--- config.mk ---
export PLATFORM = sky130hd
export DESIGN_NAME = pmst_top
export DESIGN_NICKNAME = d
export VERILOG_FILES = /design/src/rtl/pmst_pkg.sv /design/src/rtl/pmst_tmr_if.sv /design/src/rtl/pmst_timer.sv /design/src/rtl/pmst_top.sv
export VERILOG_INCLUDE_DIRS = /design/src /design/src/rtl
export SDC_FILE = /design/constraint.sdc
export NUM_CORES = 1
export LEC_CHECK = 0
export BUFFER_PORTS_ARGS = -buffer_cell sky130_fd_sc_hd__buf_4
export CAP_MARGIN = 20
export CORE_ASPECT_RATIO = 1.2
export CORE_UTILIZATION = 58
export CTS_CLUSTER_SIZE = 25
export DETAILED_ROUTE_END_ITERATION = 8
export GPL_TIMING_DRIVEN = 0
export PLACE_DENSITY_LB_ADDON = 0.05
export SETUP_SLACK_MARGIN = 0.02
export SKIP_CTS_REPAIR_TIMING = 1
export SYNTH_ARGS = -nofsm -noshare
export SYNTH_HDL_FRONTEND = slang
export SYNTH_SLANG_ARGS = --single-unit
export TNS_END_PERCENT = 10
--- constraint.sdc ---
create_clock -name aclk -period 3.3 [get_ports aclk]
set_input_delay 0.33 -clock aclk [delete_from_list [all_inputs] [get_ports aclk]]
set_output_delay 0.33 -clock aclk [all_outputs]
set_load 0.02 [all_outputs]
--- src/rtl/pmst_params.svh ---
// Constants of the power-management standby timer block: register indices,
// field positions, time slots and trap address tags.
// Assumes a 20 MHz host clock and word-aligned AXI4-Lite register access.
`ifndef PMST_PARAMS_SVH
`define PMST_PARAMS_SVH

`define PMST_CLK_MHZ 20
`define PMST_AW 9
`define PMST_IDX_W 7

// Register indices; the byte address is four times the index
`define PMST_IDX_SYS_CNT 7'h63
`define PMST_IDX_WAKE 7'h6A
`define PMST_IDX_MON_LO 7'h6B
`define PMST_IDX_MON_HI 7'h6C
`define PMST_IDX_PORT_LO 7'h6D
`define PMST_IDX_PORT_HI 7'h6E
`define PMST_IDX_EVSEL 7'h6F
`define PMST_IDX_CTL 7'h70
`define PMST_IDX_STAT 7'h71

// Wake request and enable bits
`define PMST_WK_SYS_REQ 0
`define PMST_WK_SYS_EN 1
`define PMST_WK_THR_EN 2
`define PMST_WK_THR_REQ 3
// Idle event select bits
`define PMST_EV_BUS_RET 7
`define PMST_EV_SPARE 6
`define PMST_EV_VMEM 5
`define PMST_EV_VBIOS 4
`define PMST_EV_VIO 3
`define PMST_EV_SECDRV 2
`define PMST_EV_SYS_SLOT 0
// Control bits
`define PMST_CTL_MON_EN 0
`define PMST_CTL_SYS_EN 1
`define PMST_CTL_SB_SMI_EN 2
`define PMST_CTL_MON_SLOT 3
// Status bits
`define PMST_ST_SB_REQ 0
`define PMST_ST_STANDBY 1
`define PMST_ST_MON_EXP 2

`define PMST_RESP_OKAY 2'h0
`define PMST_RESP_SLVERR 2'h2

// Slot lengths in microseconds, and in clock cycles
`define PMST_MON_SLOT0_US 6600000
`define PMST_MON_SLOT1_US 840000
`define PMST_MON_SLOT2_US 13300
`define PMST_MON_SLOT3_US 1600
`define PMST_SYS_SLOT0_US 9000000
`define PMST_SYS_SLOT1_US 1100000
`define PMST_SYS_SLOT2_US 70000
`define PMST_SYS_SLOT3_US 8850
`define PMST_MON_SLOT0_CYC (`PMST_MON_SLOT0_US * `PMST_CLK_MHZ)
`define PMST_MON_SLOT1_CYC (`PMST_MON_SLOT1_US * `PMST_CLK_MHZ)
`define PMST_MON_SLOT2_CYC (`PMST_MON_SLOT2_US * `PMST_CLK_MHZ)
`define PMST_MON_SLOT3_CYC (`PMST_MON_SLOT3_US * `PMST_CLK_MHZ)
`define PMST_SYS_SLOT0_CYC (`PMST_SYS_SLOT0_US * `PMST_CLK_MHZ)
`define PMST_SYS_SLOT1_CYC (`PMST_SYS_SLOT1_US * `PMST_CLK_MHZ)
`define PMST_SYS_SLOT2_CYC (`PMST_SYS_SLOT2_US * `PMST_CLK_MHZ)
`define PMST_SYS_SLOT3_CYC (`PMST_SYS_SLOT3_US * `PMST_CLK_MHZ)

// Trap address tags
`define PMST_VMEM_TAG 15'h0005
`define PMST_VBIOS_TAG 17'h00018
`define PMST_VIO_B 12'h03B
`define PMST_VIO_C 12'h03C
`define PMST_VIO_D 12'h03D
`define PMST_SEC_A 12'h017
`define PMST_SEC_B 12'h032
`define PMST_SEC_C 16'h03F7

`endif

--- src/rtl/pmst_pkg.sv ---
// Types of the power-management standby timer block.
// Assumes pmst_params.svh supplies the numeric constants.
package pmst_pkg;

  typedef logic [15:0] pmst_cnt_t;

  typedef struct packed {
    logic [31:0] presc;
    pmst_cnt_t count;
    logic en_d;
    logic expire;
  } pmst_tmr_st_t;

  typedef struct packed {
    logic aw_hold;
    logic w_hold;
    logic [6:0] aw_idx;
    logic [7:0] w_data;
    logic w_strb0;
    logic awready;
    logic wready;
    logic bvalid;
    logic [1:0] bresp;
    logic arready;
    logic rvalid;
    logic [1:0] rresp;
    logic [7:0] rdata;
    logic [7:0] sys_prog;
    logic [3:0] wake;
    pmst_cnt_t mon_prog;
    pmst_cnt_t io_port;
    logic [7:0] evsel;
    logic [4:0] ctl;
    logic [2:0] stat;
    logic smi;
    logic port_hit;
    logic [17:0] sync1;
    logic [17:0] sync2;
    logic [17:0] prev;
  } pmst_top_st_t;

endpackage : pmst_pkg

--- src/rtl/pmst_tmr_if.sv ---
// Carrier between the register block and one count-down timer.
// Assumes both ends run on the same host clock.
`timescale 1ns/1ps
interface pmst_tmr_if;
  logic en;
  logic reload;
  logic [15:0] load_val;
  logic [31:0] slot_len;
  logic [15:0] count;
  logic expire;
  modport ctl (output en, output reload, output load_val, output slot_len,
               input count, input expire);
  modport tmr (input en, input reload, input load_val, input slot_len,
               output count, output expire);
endinterface : pmst_tmr_if

--- src/rtl/pmst_timer.sv ---
// Idle count-down timer with a slot prescaler.
// Assumes slot_len is at least 1 and the controls come from the aclk domain.
`timescale 1ns/1ps
module pmst_timer (
  input wire logic aclk,
  input wire logic aresetn,
  pmst_tmr_if.tmr t
);
  import pmst_pkg::*;

  pmst_tmr_st_t r;
  pmst_tmr_st_t n;

  assign t.count = r.count;
  assign t.expire = r.expire;

  always_comb
  begin
    n = r;
    n.expire = 1'b0;
    n.en_d = t.en;
    if (!t.en)
    begin
      n.presc = '0;
    end
    else if ((t.en && !r.en_d) || t.reload)
    begin
      n.count = t.load_val;
      n.presc = '0;
    end
    else if (r.count != 16'h0000)
    begin
      if (r.presc >= t.slot_len - 32'h00000001)
      begin
        n.presc = '0;
        n.count = r.count - 16'h0001;
        n.expire = (r.count == 16'h0001);
      end
      else
      begin
        n.presc = r.presc + 32'h00000001;
      end
    end
  end

  always_ff @(posedge aclk)
  begin
    if (!aresetn)
      r <= '0;
    else
      r <= n;
  end
endmodule : pmst_timer

--- src/rtl/pmst_top.sv ---
// Power-management standby timers: monitor and system idle timers, address
// traps, wake request bits and the system management interrupt.
// Assumes an AXI4-Lite master on aclk; event pins are asynchronous, bus cycle
// inputs and throttle_state come from logic on aclk.
`timescale 1ns/1ps
`include "pmst_params.svh"
module pmst_top #(
  parameter logic [31:0] MON_SLOT0_CYC = `PMST_MON_SLOT0_CYC,
  parameter logic [31:0] MON_SLOT1_CYC = `PMST_MON_SLOT1_CYC,
  parameter logic [31:0] MON_SLOT2_CYC = `PMST_MON_SLOT2_CYC,
  parameter logic [31:0] MON_SLOT3_CYC = `PMST_MON_SLOT3_CYC,
  parameter logic [31:0] SYS_SLOT0_CYC = `PMST_SYS_SLOT0_CYC,
  parameter logic [31:0] SYS_SLOT1_CYC = `PMST_SYS_SLOT1_CYC,
  parameter logic [31:0] SYS_SLOT2_CYC = `PMST_SYS_SLOT2_CYC,
  parameter logic [31:0] SYS_SLOT3_CYC = `PMST_SYS_SLOT3_CYC
) (
  input wire logic aclk,
  input wire logic aresetn,
  input wire logic awvalid,
  output logic awready,
  input wire logic [8:0] awaddr,
  input wire logic wvalid,
  output logic wready,
  input wire logic [31:0] wdata,
  input wire logic [3:0] wstrb,
  output logic bvalid,
  input wire logic bready,
  output logic [1:0] bresp,
  input wire logic arvalid,
  output logic arready,
  input wire logic [8:0] araddr,
  output logic rvalid,
  input wire logic rready,
  output logic [31:0] rdata,
  output logic [1:0] rresp,
  input wire logic nmi,
  input wire logic init,
  input wire logic hold,
  input wire logic [15:1] irq,
  input wire logic throttle_state,
  input wire logic cyc_valid,
  input wire logic cyc_io,
  input wire logic [31:0] cyc_addr,
  output logic smi,
  output logic system_standby,
  output logic monitor_idle_expired,
  output logic io_port_hit,
  output logic bus_return_en,
  output logic spare_board_output
);
  import pmst_pkg::*;

  pmst_top_st_t r;
  pmst_top_st_t n;
  pmst_tmr_if mon_if ();
  pmst_tmr_if sys_if ();

  logic [17:0] ev_edge;
  logic ev_wake;
  logic ev_mon;
  logic hit_vmem;
  logic hit_vbios;
  logic hit_vio;
  logic hit_sec;
  logic [3:0] wk_clr;
  logic [2:0] st_clr;
  logic wr_go;
  logic rd_map;
  logic [7:0] rd_val;

  // ----------------------------------------------------------------
  // Event detection
  // ----------------------------------------------------------------
  // Edges, not levels, count as events so a stuck line cannot pin the timer
  assign ev_edge = r.sync2 & ~r.prev;
  assign ev_wake = |ev_edge;
  assign ev_mon = ev_edge[17] | (|ev_edge[15:0]);

  assign hit_vmem = cyc_valid && !cyc_io && r.evsel[`PMST_EV_VMEM]
    && cyc_addr[31:17] == `PMST_VMEM_TAG;
  assign hit_vbios = cyc_valid && !cyc_io && r.evsel[`PMST_EV_VBIOS]
    && cyc_addr[31:15] == `PMST_VBIOS_TAG;
  assign hit_vio = cyc_valid && cyc_io && r.evsel[`PMST_EV_VIO]
    && (cyc_addr[15:4] == `PMST_VIO_B || cyc_addr[15:4] == `PMST_VIO_C
    || cyc_addr[15:4] == `PMST_VIO_D);
  assign hit_sec = cyc_valid && cyc_io && r.evsel[`PMST_EV_SECDRV]
    && (cyc_addr[15:4] == `PMST_SEC_A || cyc_addr[15:4] == `PMST_SEC_B
    || cyc_addr[15:0] == `PMST_SEC_C);

  // ----------------------------------------------------------------
  // Timers
  // ----------------------------------------------------------------
  assign mon_if.en = r.ctl[`PMST_CTL_MON_EN];
  assign mon_if.reload = ev_mon;
  assign mon_if.load_val = r.mon_prog;
  assign sys_if.en = r.ctl[`PMST_CTL_SYS_EN];
  assign sys_if.reload = hit_vmem || hit_vbios || hit_vio || hit_sec;
  assign sys_if.load_val = {8'h00, r.sys_prog};

  always_comb
  begin
    unique case (r.ctl[`PMST_CTL_MON_SLOT +: 2])
      2'h0: mon_if.slot_len = MON_SLOT0_CYC;
      2'h1: mon_if.slot_len = MON_SLOT1_CYC;
      2'h2: mon_if.slot_len = MON_SLOT2_CYC;
      2'h3: mon_if.slot_len = MON_SLOT3_CYC;
    endcase
  end

  always_comb
  begin
    unique case (r.evsel[`PMST_EV_SYS_SLOT +: 2])
      2'h0: sys_if.slot_len = SYS_SLOT0_CYC;
      2'h1: sys_if.slot_len = SYS_SLOT1_CYC;
      2'h2: sys_if.slot_len = SYS_SLOT2_CYC;
      2'h3: sys_if.slot_len = SYS_SLOT3_CYC;
    endcase
  end

  pmst_timer u_mon (
    .aclk(aclk),
    .aresetn(aresetn),
    .t(mon_if)
  );

  pmst_timer u_sys (
    .aclk(aclk),
    .aresetn(aresetn),
    .t(sys_if)
  );

  // ----------------------------------------------------------------
  // Register read mux
  // ----------------------------------------------------------------
  always_comb
  begin
    rd_map = 1'b1;
    rd_val = 8'h00;
    unique case (araddr[8:2])
      `PMST_IDX_SYS_CNT: rd_val = r.sys_prog;
      `PMST_IDX_WAKE: rd_val = {4'h0, r.wake};
      `PMST_IDX_MON_LO: rd_val = mon_if.count[7:0];
      `PMST_IDX_MON_HI: rd_val = mon_if.count[15:8];
      `PMST_IDX_PORT_LO: rd_val = r.io_port[7:0];
      `PMST_IDX_PORT_HI: rd_val = r.io_port[15:8];
      `PMST_IDX_EVSEL: rd_val = r.evsel;
      `PMST_IDX_CTL: rd_val = {3'h0, r.ctl};
      `PMST_IDX_STAT: rd_val = {5'h00, r.stat};
      default: rd_map = 1'b0;
    endcase
  end

  // ----------------------------------------------------------------
  // Next state
  // ----------------------------------------------------------------
  always_comb
  begin
    n = r;
    wk_clr = 4'h0;
    st_clr = 3'h0;
    wr_go = r.aw_hold && r.w_hold && !r.bvalid;
    n.sync1 = {nmi, init, hold, irq};
    n.sync2 = r.sync1;
    n.prev = r.sync2;
    n.port_hit = cyc_valid && cyc_io && cyc_addr[15:0] == r.io_port;

    if (awvalid && r.awready)
    begin
      n.aw_hold = 1'b1;
      n.aw_idx = awaddr[8:2];
    end
    if (wvalid && r.wready)
    begin
      n.w_hold = 1'b1;
      n.w_data = wdata[7:0];
      n.w_strb0 = wstrb[0];
    end
    if (r.bvalid && bready)
      n.bvalid = 1'b0;

    if (wr_go)
    begin
      n.aw_hold = 1'b0;
      n.w_hold = 1'b0;
      n.bvalid = 1'b1;
      n.bresp = `PMST_RESP_OKAY;
      unique case (r.aw_idx)
        `PMST_IDX_SYS_CNT: if (r.w_strb0) n.sys_prog = r.w_data;
        `PMST_IDX_WAKE:
        begin
          if (r.w_strb0)
          begin
            n.wake[`PMST_WK_SYS_EN] = r.w_data[`PMST_WK_SYS_EN];
            n.wake[`PMST_WK_THR_EN] = r.w_data[`PMST_WK_THR_EN];
            wk_clr = r.w_data[3:0];
          end
        end
        `PMST_IDX_MON_LO: if (r.w_strb0) n.mon_prog[7:0] = r.w_data;
        `PMST_IDX_MON_HI: if (r.w_strb0) n.mon_prog[15:8] = r.w_data;
        `PMST_IDX_PORT_LO: if (r.w_strb0) n.io_port[7:0] = r.w_data;
        `PMST_IDX_PORT_HI: if (r.w_strb0) n.io_port[15:8] = r.w_data;
        `PMST_IDX_EVSEL: if (r.w_strb0) n.evsel = r.w_data;
        `PMST_IDX_CTL: if (r.w_strb0) n.ctl = r.w_data[4:0];
        `PMST_IDX_STAT: if (r.w_strb0) st_clr = r.w_data[2:0];
        default: n.bresp = `PMST_RESP_SLVERR;
      endcase
    end
    n.awready = !n.aw_hold && !n.bvalid;
    n.wready = !n.w_hold && !n.bvalid;

    if (arvalid && r.arready)
    begin
      n.rvalid = 1'b1;
      n.rdata = rd_val;
      n.rresp = rd_map ? `PMST_RESP_OKAY : `PMST_RESP_SLVERR;
    end
    if (r.rvalid && rready)
      n.rvalid = 1'b0;
    n.arready = !n.rvalid;

    // software clear; a set in the same cycle wins over the clear
    n.wake[`PMST_WK_THR_REQ] = r.wake[`PMST_WK_THR_REQ] && !wk_clr[`PMST_WK_THR_REQ];
    n.wake[`PMST_WK_SYS_REQ] = r.wake[`PMST_WK_SYS_REQ] && !wk_clr[`PMST_WK_SYS_REQ];
    n.stat = r.stat & ~st_clr;
    if (ev_wake && throttle_state)
      n.wake[`PMST_WK_THR_REQ] = 1'b1;
    if (ev_wake && r.stat[`PMST_ST_STANDBY])
      n.wake[`PMST_WK_SYS_REQ] = 1'b1;
    if (mon_if.expire)
      n.stat[`PMST_ST_MON_EXP] = 1'b1;
    if (sys_if.expire && r.ctl[`PMST_CTL_SB_SMI_EN])
    begin
      n.stat[`PMST_ST_SB_REQ] = 1'b1;
      n.stat[`PMST_ST_STANDBY] = 1'b1;
    end

    n.smi = (n.wake[`PMST_WK_THR_REQ] && n.wake[`PMST_WK_THR_EN])
      || (n.wake[`PMST_WK_SYS_REQ] && n.wake[`PMST_WK_SYS_EN])
      || (n.stat[`PMST_ST_SB_REQ] && n.ctl[`PMST_CTL_SB_SMI_EN]);
  end

  always_ff @(posedge aclk)
  begin
    if (!aresetn)
      r <= '0;
    else
      r <= n;
  end

  // ----------------------------------------------------------------
  // Outputs
  // ----------------------------------------------------------------
  assign awready = r.awready;
  assign wready = r.wready;
  assign bvalid = r.bvalid;
  assign bresp = r.bresp;
  assign arready = r.arready;
  assign rvalid = r.rvalid;
  assign rresp = r.rresp;
  assign rdata = {24'h000000, r.rdata};
  assign smi = r.smi;
  assign system_standby = r.stat[`PMST_ST_STANDBY];
  assign monitor_idle_expired = r.stat[`PMST_ST_MON_EXP];
  assign io_port_hit = r.port_hit;
  assign bus_return_en = r.evsel[`PMST_EV_BUS_RET];
  assign spare_board_output = r.evsel[`PMST_EV_SPARE];
endmodule : pmst_top

==> results.sh <==
export IMPL_outcome="finished, final reports clean"
export IMPL_core_um2=20500
export IMPL_nFillCells=1716
export IMPL_drtPass1Iterations=6
export IMPL_finalHoldViolations=0
export IMPL_via_count=10500
export IMPL_clk_latency_ps=520
export IMPL_start_util_pct=59.6
export IMPL_cts_htree_levels=1
export IMPL_place_ws_ps=-253
export IMPL_finalNonFillerCells=1830
export IMPL_startpoint_type="flop"
export IMPL_grt_max_degree=16
export IMPL_viasPerCell=5.72
export IMPL_total_leakage_power_nw=5.97
export IMPL_worstPathArrival_ps=3550
export IMPL_cpMostUsedCell="ha_1"
export IMPL_synth_edf_count=0
export IMPL_antenna_found_initial=0
export IMPL_fin_crit_ps=3120
export IMPL_final_cell_area_um2=14400
export IMPL_path_clk_slew_ps=60
export IMPL_fmax_mhz=320
export IMPL_slowest_delay_ps=470
export IMPL_synth_cells=1390
export IMPL_max_slew_worst_pin_slew_ps=1130
export IMPL_setup_viol=0
export IMPL_yosysSeqAreaShare_pct=40.8
export IMPL_clock_sinks=249
export IMPL_slew_viol_final=0
export IMPL_cts_tree="yes"
export IMPL_fin_crit_sh_pct=94.6
export IMPL_crit_path_max_fanout=10
export IMPL_drv_cap=0
export IMPL_synth_avg_cell_area_um2=8.78
export IMPL_ir_drop_mv=0.395
export IMPL_drcViolationCount=0
export IMPL_synth_xor_area_share_pct=5.02
export IMPL_die_area_um2=21600
export IMPL_post_drt_wl_per_cell_um=17.2
export IMPL_gp_congestion=0.943
export IMPL_slowest_stage="dfxtp_1"
export IMPL_cts_root_buffer="clkbuf_16"
export IMPL_p_total_mw=6.55
export IMPL_critical_path_top_delay_family="compound AO/OA/AOI/OAI gates"
export IMPL_hold_worst_slack_ps=13.6
export IMPL_async_flop_share_pct=0
export IMPL_layout_setup_ws_ps=179
export IMPL_synth_seq_cells=249
export IMPL_yosys_area_share_simple_pct=24.2
export IMPL_grt_pass1_wl_um=49700
export IMPL_drive_gt1_share_pct=14.7
export IMPL_grt_use_total_pct=28.9
export IMPL_wl_um=31400
export IMPL_crit_required_ps=3730
export IMPL_chipWidth_um=134
export IMPL_area_growth_pct=17.6
export IMPL_relSlewSlack_pct=24.3
export IMPL_critPathKind="flop to flop"
export IMPL_grt_pass1_vias=9838
export IMPL_num_nets_final=1718
export IMPL_grt_ovfl_total=0
export IMPL_cts_buffers=25
export IMPL_placed_area_um2=13400
export IMPL_mappedNetlistArea_um2=12200
export IMPL_synth_cell_types=81
export IMPL_fin_setup_tns_ps=0
export IMPL_ys_flop_type="dfxtp_1"
export IMPL_die_h_um=161
export IMPL_cp_end_kind="flop"
export IMPL_synth_mux_area_share_pct=6.00
export IMPL_drtIter0Drc=645
export IMPL_critPathBufInv=2
export IMPL_place_port_buffers=99
export IMPL_hpwlAfterDp_um=23300
export IMPL_final_antenna_net_count=0
export IMPL_power_density_nw_per_um2=456
export IMPL_dp_cells=1779
export IMPL_synthAdderAreaFrac_pct=5.84
export IMPL_hold_path_class="primary input to flop"
export IMPL_utilization_pct=70.1
export IMPL_synth_top_family_by_area="simple AND/OR/NAND/NOR gates"
export IMPL_fin_skew_ps=11.2
export IMPL_synth_compound_area_share_pct=12.7
export IMPL_rows=57
export IMPL_cts_buffer_depth=3
export IMPL_ios=161
export IMPL_crit_chain="inv_1 -> ha_1 -> nor2_1 -> ha_1 -> and4b_1 -> nand3_1 -> nor4_1 -> a21boi_2 -> o21a_1 -> buf_2 -> a311oi_1 -> a211oi_1"
export IMPL_yosysWarningCount=0
export IMPL_n_antenna_cell=0
export IMPL_grt_setup_unrepaired="yes"
[worst paths after layout]
check | from | end | slack [ps] | cells after the start
worst max-delay path | r[62] | u_mon.t.count[12] | 180 | 12
worst min-delay path | irq[1] | n[18] | 10 | 2
worst max register to register | r[62] | u_mon.t.count[12] | 180 | 12
worst min register to register | n[24] | n[6] | 430 | 1
[layout by cell type, fill, tap and decap left out, types with 10 or more instances in the layout]
| master | synthesis | layout |
|---|---|---|
| and2_1 | 66 | 66 |
| clkbuf_1 | 47 | 48 |
| and3_1 | 20 | 20 |
| a21o_1 | 17 | 17 |
| nor3_1 | 26 | 26 |
| buf_4 | 38 | 142 |
| o21ai_0 | 31 | 31 |
| a211oi_1 | 12 | 12 |
| nor2_1 | 191 | 191 |
| clkbuf_16 | 0 | 25 |
| a22oi_1 | 13 | 13 |
| conb_1 | 1 | 26 |
| nor4_1 | 17 | 17 |
| a21oi_1 | 56 | 56 |
| ha_1 | 57 | 57 |
| nor2b_1 | 16 | 16 |
| nand3_1 | 50 | 49 |
| nand4_1 | 27 | 27 |
| inv_1 | 35 | 33 |
| mux2i_1 | 63 | 63 |
| and4_1 | 10 | 10 |
| xor2_1 | 36 | 36 |
| nand2_1 | 110 | 110 |
| xnor2_1 | 34 | 34 |
| dfxtp_1 | 249 | 247 |
[Yosys cell counts, types with 9 or more instances]
cell | n | area [um2]
xnor2_1 | 34 | 298
nand4_1 | 27 | 169
buf_4 | 38 | 285
mux2_2 | 9 | 101
a211oi_1 | 12 | 90.1
nor4_1 | 17 | 106
nor2_1 | 191 | 717
inv_1 | 35 | 131
o21ai_0 | 31 | 155
and2_1 | 66 | 413
a21o_1 | 17 | 128
a21oi_1 | 56 | 280
clkbuf_1 | 47 | 176
mux2i_1 | 63 | 631
nor3_1 | 26 | 130
nand2b_1 | 9 | 56.3
and4_1 | 10 | 87.6
dfxtp_1 | 249 | 4980
a22oi_1 | 13 | 97.6
xor2_1 | 36 | 315
nand3_1 | 50 | 250
nor2b_1 | 16 | 100
ha_1 | 57 | 713
nand2_1 | 110 | 413
and3_1 | 20 | 125
[flip-flops by register name, indices dropped and copies added (netlist names), 8 cells and up]
register         flops
r                   75
n                   36
u_mon.r             33
u_sys.r             33
mon_if.load_val     16
u_mon.t.count       16
u_sys.t.count       16
rdata                8
[cell families (layout without fill, tap and decap cells)]
| logic type | Yosys count | count (layout) |
|---|---|---|
| AND/OR/NAND/NOR | 587 | 587 |
| flip-flops | 249 | 249 |
| AO/OA/AOI/OAI | 223 | 223 |
| buffers and inverters | 131 | 281 |
| multiplexers | 72 | 72 |
| XOR/XNOR | 70 | 70 |
| adder cells (fa/ha/maj) | 57 | 57 |
| other | 1 | 26 |
[layer usage]
layer | vias up | global-route usage, % | routed length [um]
met2 | 389 | 47.0 | 14400
met1 | 4833 | 37.3 | 13500
met4 | 0 | 15.3 | 1560
met5 | - | 0 | 0
met3 | 87 | 3.69 | 1920
li1 | 5162 | - | -
[where the power goes]
| group | internal (mW) | total [mW] | switching [mW] |
|---|---|---|---|
| registers | 3.06 | 3.08 | 0.0284 |
| logic | 0.183 | 0.423 | 0.240 |
| clock network | 1.84 | 3.04 | 1.20 |
| total | 5.08 | 6.55 | 1.47 |
[final cells by class]
cell class                      instances  area, um2  share of cell area (%)
Tap cell                              265        332                    2.31
Sequential cell                       249       4990                    34.8
Clock inverter                         13        181                    1.26
Buffer                                 96        532                    3.71
Timing Repair Buffer                  105        786                    5.48
Clock buffer                           32        712                    4.96
Inverter                               35        135                   0.942
Multi-Input combinational cell       1035       6680                    46.6
No activity file was read; power rests on OpenSTA's default activity.
